--- config.mk ---
export PLATFORM = sky130hd
export DESIGN_NAME = instruction_exec_subset
export DESIGN_NICKNAME = d
export VERILOG_FILES = /design/src/hdl/exec_subset_pkg.sv /design/src/hdl/instruction_exec_subset.sv
export VERILOG_INCLUDE_DIRS = /design/src /design/src/hdl
export SDC_FILE = /design/constraint.sdc
export NUM_CORES = 1
export LEC_CHECK = 0
export BUFFER_PORTS_ARGS = -buffer_cell sky130_fd_sc_hd__buf_2
export CAP_MARGIN = 40
export CORE_MARGIN = 10
export CORE_UTILIZATION = 52
export CTS_CLUSTER_DIAMETER = 200
export DETAILED_ROUTE_END_ITERATION = 7
export PLACE_DENSITY = 0.8
export RECOVER_POWER = 100
export SLEW_MARGIN = 15
export SYNTH_ARGS = -nofsm -noshare
export SYNTH_HDL_FRONTEND = slang
export SYNTH_SLANG_ARGS = --single-unit
--- constraint.sdc ---
create_clock -name ref_clk -period 4.7 [get_ports ref_clk]
set_clock_uncertainty 0.05 [all_clocks]
set_input_delay 1.175 -clock ref_clk [delete_from_list [all_inputs] [get_ports ref_clk]]
set_output_delay 1.175 -clock ref_clk [all_outputs]
set_load 0.1 [all_outputs]
--- src/hdl/exec_subset_consts.svh ---
// Constants for the instruction execution subset
`ifndef EXEC_SUBSET_CONSTS_SVH
`define EXEC_SUBSET_CONSTS_SVH
`define DATA_W          8
`define FILE_ADDR_W     7
`define DIR_SEL_PORT_A  3'h5
`define DIR_SEL_PORT_B  3'h6
`define DIR_SEL_PORT_C  3'h7
`define ACC_RESET       8'h00
`define DIR_RESET       8'hFF
`define WDOG_W          8
`define WDOG_CLEAR      8'h00
`define PRESC_W         8
`define PRESC_CLEAR     8'h00
`define FLAG_PD_RESET   1'b1
`define FLAG_TO_RESET   1'b1
`endif

--- src/hdl/exec_subset_pkg.sv ---
// Types for the instruction execution subset
package exec_subset_pkg;
    typedef enum logic [2:0]
    {
        OP_NONE        = 3'b000,
        OP_SLEEP       = 3'b001,
        OP_SUB_FILE    = 3'b010,
        OP_SUB_BORROW  = 3'b011,
        OP_NIBBLE_EXCH = 3'b100,
        OP_XOR_LITERAL = 3'b101,
        OP_XOR_FILE    = 3'b110,
        OP_DIR_LOAD    = 3'b111
    } exec_op_t;

    typedef struct packed
    {
        logic carry;
        logic digit_carry;
        logic zero;
        logic power_down;
        logic timeout;
    } status_flags_t;

    typedef struct packed
    {
        logic       we;
        logic [6:0] addr;
        logic [7:0] data;
    } file_write_t;
endpackage

--- src/hdl/instruction_exec_subset.sv ---
// Execution datapath for sleep, subtract, nibble exchange, xor and direction load
// Operation
// - Sleep clears the power-down flag and sets the time-out flag, touching no other flag.
// - Sleep zeroes the watchdog counter and its prescaler.
// - Sleep puts the core into its sleep state with the oscillator halted.
// - Subtract-from-file gives file minus accumulator with carry and digit carry as no-borrow.
// - With a destination bit, 0 sends the result to the accumulator and 1 to the file.
// - Subtract-with-borrow also subtracts the inverted carry and updates C, DC and Z.
// - Nibble exchange swaps the two nibbles of the file value and changes no flag.
// - Xor-literal xors the accumulator with the literal into the accumulator, Z only.
// - Xor-with-file xors accumulator and file to the chosen destination, Z only.
// - Direction load copies the accumulator to port A, B or C direction for 5, 6 or 7.
`timescale 1ns/1ps
`include "exec_subset_consts.svh"

module instruction_exec_subset
(
    input  wire logic                          ref_clk,
    input  wire logic                          rst,
    input  wire logic                          exec_valid,
    input  wire exec_subset_pkg::exec_op_t     exec_op,
    input  wire logic [`FILE_ADDR_W-1:0]       file_addr,
    input  wire logic [`DATA_W-1:0]            file_rdata,
    input  wire logic [`DATA_W-1:0]            literal,
    input  wire logic                          dest_file,
    input  wire logic                          wake_event,
    output logic [`DATA_W-1:0]                 acc_reg,
    output exec_subset_pkg::status_flags_t     flags_reg,
    output exec_subset_pkg::file_write_t       file_wr_reg,
    output logic [`DATA_W-1:0]                 port_a_direction_reg,
    output logic [`DATA_W-1:0]                 port_b_direction_reg,
    output logic [`DATA_W-1:0]                 port_c_direction_reg,
    output logic [`WDOG_W-1:0]                 watchdog_counter_reg,
    output logic [`PRESC_W-1:0]                watchdog_prescaler_reg,
    output logic                               sleep_reg,
    output logic                               osc_run_reg
);

    logic [`DATA_W-1:0]             acc_next;
    exec_subset_pkg::status_flags_t flags_next;
    exec_subset_pkg::file_write_t   file_wr_next;
    logic [`DATA_W-1:0]             port_a_direction_next;
    logic [`DATA_W-1:0]             port_b_direction_next;
    logic [`DATA_W-1:0]             port_c_direction_next;
    logic [`WDOG_W-1:0]             watchdog_counter_next;
    logic [`PRESC_W-1:0]            watchdog_prescaler_next;
    logic                           sleep_next;
    logic                           osc_run_next;

    logic [`DATA_W:0]               diff_full;
    logic [4:0]                     diff_low;
    logic                           borrow_in;
    logic [`DATA_W-1:0]             result;
    logic                           active;

    // Carry acts as not-borrow, so the borrow in is the inverted carry
    assign borrow_in = (exec_op == exec_subset_pkg::OP_SUB_BORROW) ? ~flags_reg.carry : 1'b0;
    // Ninth and fifth bits of the extended subtraction give the no-borrow flags
    assign diff_full = {1'b0, file_rdata} - {1'b0, acc_reg} - {8'h00, borrow_in};
    assign diff_low  = {1'b0, file_rdata[3:0]} - {1'b0, acc_reg[3:0]} - {4'h0, borrow_in};
    // Instructions are ignored while asleep; the clock would be stopped anyway
    assign active    = exec_valid && !sleep_reg;

    // Next-state computation for the whole datapath
    always_comb
    begin
        acc_next                = acc_reg;
        flags_next              = flags_reg;
        file_wr_next            = '0;
        port_a_direction_next   = port_a_direction_reg;
        port_b_direction_next   = port_b_direction_reg;
        port_c_direction_next   = port_c_direction_reg;
        watchdog_counter_next   = watchdog_counter_reg + 8'h01;
        // Prescaler steps every cycle; the real divide ratio lives outside this block
        watchdog_prescaler_next = watchdog_prescaler_reg + 8'h01;
        sleep_next              = sleep_reg;
        osc_run_next            = osc_run_reg;
        result                  = diff_full[`DATA_W-1:0];
        if (sleep_reg && wake_event)
        begin
            sleep_next   = 1'b0;
            osc_run_next = 1'b1;
        end
        if (active)
        begin
            unique case (exec_op)
                exec_subset_pkg::OP_SLEEP:
                begin
                    flags_next.power_down   = 1'b0;
                    flags_next.timeout      = 1'b1;
                    watchdog_counter_next   = `WDOG_CLEAR;
                    watchdog_prescaler_next = `PRESC_CLEAR;
                    sleep_next              = 1'b1;
                    osc_run_next            = 1'b0;
                end
                exec_subset_pkg::OP_SUB_FILE, exec_subset_pkg::OP_SUB_BORROW:
                begin
                    result                 = diff_full[`DATA_W-1:0];
                    flags_next.carry       = ~diff_full[`DATA_W];
                    flags_next.digit_carry = ~diff_low[4];
                    flags_next.zero        = (result == 8'h00);
                end
                exec_subset_pkg::OP_NIBBLE_EXCH:
                    result = {file_rdata[3:0], file_rdata[7:4]};
                exec_subset_pkg::OP_XOR_LITERAL:
                begin
                    result          = acc_reg ^ literal;
                    flags_next.zero = (result == 8'h00);
                end
                exec_subset_pkg::OP_XOR_FILE:
                begin
                    result          = acc_reg ^ file_rdata;
                    flags_next.zero = (result == 8'h00);
                end
                exec_subset_pkg::OP_DIR_LOAD:
                begin
                    // Operands other than 5 to 7 load nothing
                    if (file_addr[2:0] == `DIR_SEL_PORT_A && file_addr[6:3] == 4'h0)
                        port_a_direction_next = acc_reg;
                    if (file_addr[2:0] == `DIR_SEL_PORT_B && file_addr[6:3] == 4'h0)
                        port_b_direction_next = acc_reg;
                    if (file_addr[2:0] == `DIR_SEL_PORT_C && file_addr[6:3] == 4'h0)
                        port_c_direction_next = acc_reg;
                end
                default:
                    result = diff_full[`DATA_W-1:0];
            endcase
            // Destination steering: xor-literal to the accumulator, file-register forms by dest_file
            if (exec_op == exec_subset_pkg::OP_XOR_LITERAL)
                acc_next = result;
            else if (exec_op == exec_subset_pkg::OP_SUB_FILE
                     || exec_op == exec_subset_pkg::OP_SUB_BORROW
                     || exec_op == exec_subset_pkg::OP_NIBBLE_EXCH
                     || exec_op == exec_subset_pkg::OP_XOR_FILE)
            begin
                if (dest_file)
                begin
                    file_wr_next.we   = 1'b1;
                    file_wr_next.addr = file_addr;
                    file_wr_next.data = result;
                end
                else
                    acc_next = result;
            end
        end
    end

    // Register stage; every output comes from here
    always_ff @(posedge ref_clk)
    begin
        if (rst)
        begin
            acc_reg                <= `ACC_RESET;
            flags_reg              <= '0;
            flags_reg.power_down   <= `FLAG_PD_RESET;
            flags_reg.timeout      <= `FLAG_TO_RESET;
            file_wr_reg            <= '0;
            port_a_direction_reg   <= `DIR_RESET;
            port_b_direction_reg   <= `DIR_RESET;
            port_c_direction_reg   <= `DIR_RESET;
            watchdog_counter_reg   <= `WDOG_CLEAR;
            watchdog_prescaler_reg <= `PRESC_CLEAR;
            sleep_reg              <= 1'b0;
            osc_run_reg            <= 1'b1;
        end
        else
        begin
            acc_reg                <= acc_next;
            flags_reg              <= flags_next;
            file_wr_reg            <= file_wr_next;
            port_a_direction_reg   <= port_a_direction_next;
            port_b_direction_reg   <= port_b_direction_next;
            port_c_direction_reg   <= port_c_direction_next;
            watchdog_counter_reg   <= watchdog_counter_next;
            watchdog_prescaler_reg <= watchdog_prescaler_next;
            sleep_reg              <= sleep_next;
            osc_run_reg            <= osc_run_next;
        end
    end
endmodule

# [Word-level counts from Yosys, hierarchy flattened]
# Cells that the tools add are included.
[word_totals] regBits=70 out_inout_bits=71 wordCells=82
[op_classes] n_addsub=6 n_eq_ne=11 n_reduce_logical=25 mux=17 bitwise=8
[op_table] operator="2-to-1 mux 8 bit" n=7
[op_table] operator="logical NOT 8 bit" n=3
[op_table] operator="one-hot mux 8 bit (3 select lines)" n=1
[op_table] operator="equality test 3 bit, second input constant" n=7
[op_table] operator="adder 8 x 1 -> 8 bit, second input constant" n=2
[op_table] operator="2-to-1 mux 16 bit" n=1
[op_table] operator="bitwise XOR 8 bit" n=2
[op_table] operator="AND reduction 3 bit" n=4
[op_table] operator="subtractor 8 x 8 -> 9 bit" n=1
[op_table] operator="subtractor 9 x 1 -> 9 bit" n=1
[op_table] operator="2-to-1 mux 1 bit" n=7
[op_table] operator="equality test 3 x 2 -> 1 bit, second input constant" n=2
[op_table] operator="NOT 1 bit" n=6
[op_table] operator="AND reduction 2 bit" n=3
[op_table] operator="logical AND 1 bit" n=5
[op_table] operator="OR reduction 5 bit" n=1
[op_table] operator="subtractor 4 x 4 -> 5 bit" n=1
[op_table] operator="subtractor 5 x 1 -> 5 bit" n=1
[op_table] operator="logical NOT 4 bit" n=1
[op_table] operator="OR reduction 4 bit" n=1
[op_table] operator="equality test 3 x 1 -> 1 bit, second input constant" n=1
[op_table] operator="logical OR 1 bit" n=3
[op_table] operator="one-hot mux 1 bit (3 select lines)" n=1
[op_table] operator="nonzero test 3 bit" n=1
[op_table] operator="other kinds (4)" n=4

# [Logic depth before layout (Yosys ltp)]
[depth] word_depth=7 mapped_depth=12 depth_no_buf=11

# [Worst setup path before layout]
# No wires, ideal clock.
[synth_timing] path_kind="input-to-reg" from="input exec_op[2]" to="register acc_reg[5]" setup_slack_ns=0.723 path_stages=12 arrival_time_ns=3.836 n_path_buf=2 cell_sequence="clkbuf_1 clkbuf_1 or3_1 fa_1 inv_1 ha_1 o211a_1 a211o_1 a21oi_1 xnor2_1 a21bo_2 a311oi_1"
[synth_between] elab_chain_cells=7 word_cells_on_any_way=17 classes_between="add/sub (1); eq/ne (6); mux (5); reduce/logical (5)"
[synth_rtl] item="start: declaration" line_no="instruction_exec_subset.sv:21" text="input wire exec_subset_pkg::exec_op_t exec_op,"
[synth_rtl] item="equality test 3 x 2 -> 1 bit" line_no="instruction_exec_subset.sv:57, instruction_exec_subset.sv:132"
[synth_rtl] item="2-to-1 mux 1 bit" line_no="instruction_exec_subset.sv:57" text="assign borrow_in = (exec_op == exec_subset_pkg::OP_SUB_BORROW) ? ~flags_reg.carry : 1'b0;"
[synth_rtl] item="subtractor 9 x 1 -> 9 bit" line_no="instruction_exec_subset.sv:59" text="assign diff_full = {1'b0, file_rdata} - {1'b0, acc_reg} - {8'h00, borrow_in};"
[synth_rtl] item="one-hot mux 8 bit (3 select lines)" line_no="instruction_exec_subset.sv:86" text="unique case (exec_op)"
[synth_rtl] item="2-to-1 mux 8 bit" line_no="instruction_exec_subset.sv:136" text="if (dest_file)"
[synth_rtl] item="2-to-1 mux 8 bit" line_no="instruction_exec_subset.sv:131" text="else if (exec_op == exec_subset_pkg::OP_SUB_FILE"
[synth_rtl] item="2-to-1 mux 8 bit" line_no="instruction_exec_subset.sv:129" text="if (exec_op == exec_subset_pkg::OP_XOR_LITERAL)"
[synth_rtl] item="end signal: assignment" line_no="instruction_exec_subset.sv:153" text="acc_reg <= `ACC_RESET;"
[synth_rtl] item="end signal: assignment" line_no="instruction_exec_subset.sv:168" text="acc_reg <= acc_next;"
[synth_rtl] item="end: declaration" line_no="instruction_exec_subset.sv:27" text="output logic [`DATA_W-1:0] acc_reg,"
# Several ways; a longest one is shown, not always the timed one. The select of a mux whose other input is x is not followed.
# A chain may end at the register's enable or synchronous reset.

# [Worst setup path after layout]
[layout_timing] from="input exec_op[0]" to="register acc_reg[5]"
# Same word-level chain as after synthesis.

==> metrics.md <==
| Metric | Value |
|---|---|
| RSZ-0062 raised after global routing | no |
| Worst-path clk slew | 0.07 ns |
| Layout cells sized above 1 | 11.69% |
| Seq/Total Area, Yosys | 39.74% |
| Leakage | 0.001624 uW |
| Area grow syn2layout | 17.14% |
| Clk pwr share | 35.4% |
| Drc violations | 0 |
| Port bufs | 100 |
| CP endpoint kind | flop |
| Worst endpoint data arrival time | 4.32 ns |
| Syn Nets | 448 |
| Met2 Usage GRT | 30.32% |
| # nets final | 540 |
| Vias in the first global route | 3030 |
| Status | complete, no violations |
| Hold Vio Cnt, Final | 0 |
| GRT Total Usage | 19.15% |
| Synth top area share | 39.74% |
| Startpoint Class | input pin |
| Comb pwr share | 23.8% |
| Worst-path cell chain | clkbuf_1, nand2_4, or3_1, fa_1, inv_1, ha_1, o211a_1, a211o_1, a21oi_1, xnor2_1, a21bo_2, a311oi_1 |
| Maxcap violations | 0 |
| Most common cell after layout, fill and taps aside | clkbuf_1 |
| YS warnings | 0 |
| Root Buffer | clkbuf_8 |
| Final WL | 10.32 mm |
| Placement Rows | 29 |
| Max Clock Freq | 242.3 MHz |
| Fill cells | 621 |
| Hold crit path type | flop to flop |
| Crit path time final | 4.127 ns |
| Setup TNS | 0 ns |
| Pwr Total | 1561 uW |
| Worst-skew pair later-pin latency | 0.34 ns |
| Pwr dens | 377.9 nW/um^2 |
| Mean routed wirelength per cell | 18.01 um |
| Syn Area/Cell | 8.837 um^2 |
| Largest register FFs | 16 |
| Ranking of synthesized cells by area | dfxtp_1, nor2_1, ha_1 |
| Final setup viols | 0 |
| CTS tree | done |
| Total gr overflow | 0 |
| Gpl congestion | 0.9756 |
| Sw Ratio | 34.28% |
| Internal power | 1026 uW |
| P_sw | 535.2 uW |
| Die H | 102.3 um |
| Slowest stage delay, CP | 0.55 ns |
| CTS resizes | 0 |
| Slew headroom | 19.95% |
| Initial core utilization | 54.59% |
| IR drop worst, VDD | 0.2409 mV |
| Width of the die | 102.3 um |
| Initial DRT Pass Iterations | 4 |
| Slowest-stage cell, CP | clkbuf_1 |
| GRT met1 Usage | 24.27% |
| I/O Pins | 102 |
| Num CTS Buffers | 9 |
| # hold bufs at CTS | 0 |
| Clock buffer depth | 2 |
| GR Util met3 | 6.950% |
| Yosys top cell by area | dfxtp_1 |
| First-pass GRT wire length | 15.54 mm |
| # H-tree levels | 3 |
| Cell area after synthesis | 3526 um^2 |
| Antenna violations before repair | 0 |
| FFs w/ async S/R, synth | 0% |
| Full die area | 10470 um^2 |
| Drt via density | 5.527 |
| Initial DRC Count | 211 |
| Flops & latches, synth | 70 |
| Worst-margin pin slew | 1.206 ns |
| Post-synth EDFFs | 0 |
| Gr busiest metal | met2 |
| Pins Over Slew Limit | 0 |
| Maximum number of pins on one net before global-route repair | 42 |
| Max FO, Critical Path | 16 |
| Commonest cells after routing, fill and taps aside | clkbuf_1, dfxtp_1, nor2_1 |
| Vias post-DR | 3167 |
| Post-DP HPWL | 7.912 mm |
| Seq pwr share | 40.9% |
| Post-route ant nets | 0 |
| Synth Flop Type | dfxtp_1 |
| Distinct cells, synth | 59 |
| Post-Syn Instances | 399 |
| # clock sinks | 70 |
| ANT cells | 0 |
| WS Path Type | input pin to flop |
| Fin crit share | 87.80% |
| Post-CTS Setup Repair Bufs | 0 |
| CP required | 4.90 ns |
| Core area | 6459 um^2 |
[metrics by stage]
stage	utilization, %	area (um^2)	setup slack [ns]	instances	hold WS (ns)
after detailed placement	62.17	4015	0.5024	557	0.3957
after floorplan	-	3526	0.7228	399	0.8291
after global routing	63.95	4130	0.4416	573	0.4444
after CTS	65.75	4247	0.8526	573	0.4210
after global placement	62.17	4015	0.6149	557	0.3893
final	63.95	4130	0.5733	573	0.4224
[per-layer routing]
| metal | vias up | share of wire, % |
|---|---|---|
| met1 | 1483 | 46 |
| met4 | 0 | 1.7 |
| met3 | 14 | 8.2 |
| met2 | 126 | 44 |
| li1 | 1544 | - |
| met5 | - | 0 |
[kinds of logic after synthesis]
group | Yosys count | share of synthesized area (%)
adder cells (fa/ha/maj) | 18 | 6.813
buffers and inverters | 54 | 6.884
flip-flops | 70 | 39.74
AND/OR/NAND/NOR | 141 | 20.80
other | 1 | 0.1064
XOR/XNOR | 30 | 7.452
multiplexers | 1 | 0.2839
AO/OA/AOI/OAI | 84 | 17.92
[worst max-delay path: cells and delay by family]
family	cells	cell delay, ns
xor gates and xnor gates	1	0.18
and+or+nand+nor	2	0.50
buffers and inverters	2	0.61
AOI/OAI and AO/OA	5	1.17
adders and majority gates	2	0.69
[final cells by class]
type	count	area (um^2)	share of cell area, %
Clock buffer	10	137.6	3.332
Multi-Input combinational cell	275	1854	44.90
Tap cell	77	96.34	2.333
Timing Repair Buffer	101	419.2	10.15
Inverter	34	127.6	3.090
Sequential cell	70	1401	33.93
Clock inverter	6	93.84	2.272
[Yosys cell counts (3+ instances only)]
library cell / number
a211o_1: 20
a211oi_1: 7
a22oi_1: 3
nand2_1: 12
nand2b_1: 7
o21ai_0: 5
xor2_1: 13
xnor2_1: 17
clkbuf_1: 11
a211o_2: 6
nor2b_1: 19
or3_1: 3
a21oi_1: 17
inv_1: 34
nor2_1: 58
nand4_1: 3
o22ai_1: 3
buf_2: 4
nand3_1: 13
and2_1: 8
dfxtp_1: 70
ha_1: 16
[worst paths after layout]
kind                                         from                              endpoint  slack (ns)  cells after the start
max                                    exec_op[0]               acc_reg[5]$_SDFFE_PP0P_        0.57                     12
min reg2reg  port_c_direction_reg[0]$_SDFFE_PP1P_  port_c_direction_reg[0]$_SDFFE_PP1P_        0.42                      1
max reg2reg             flags_reg[4]$_SDFFE_PP0P_               acc_reg[5]$_SDFFE_PP0P_        1.70                     10
min          port_c_direction_reg[0]$_SDFFE_PP1P_  port_c_direction_reg[0]$_SDFFE_PP1P_        0.42                      1
[power by group through the flow]
stage          Combinational, uW  Sequential, uW  Clock (uW)
6_report                     371             638         552
2_1_floorplan                174             758           0
3_5_place_dp                 374             650           0
4_1_cts                      375             636         561
5_1_grt                      398             640         587
3_3_place_gp                 373             650           0
Note: power is estimated with default switching activity, not from simulation.
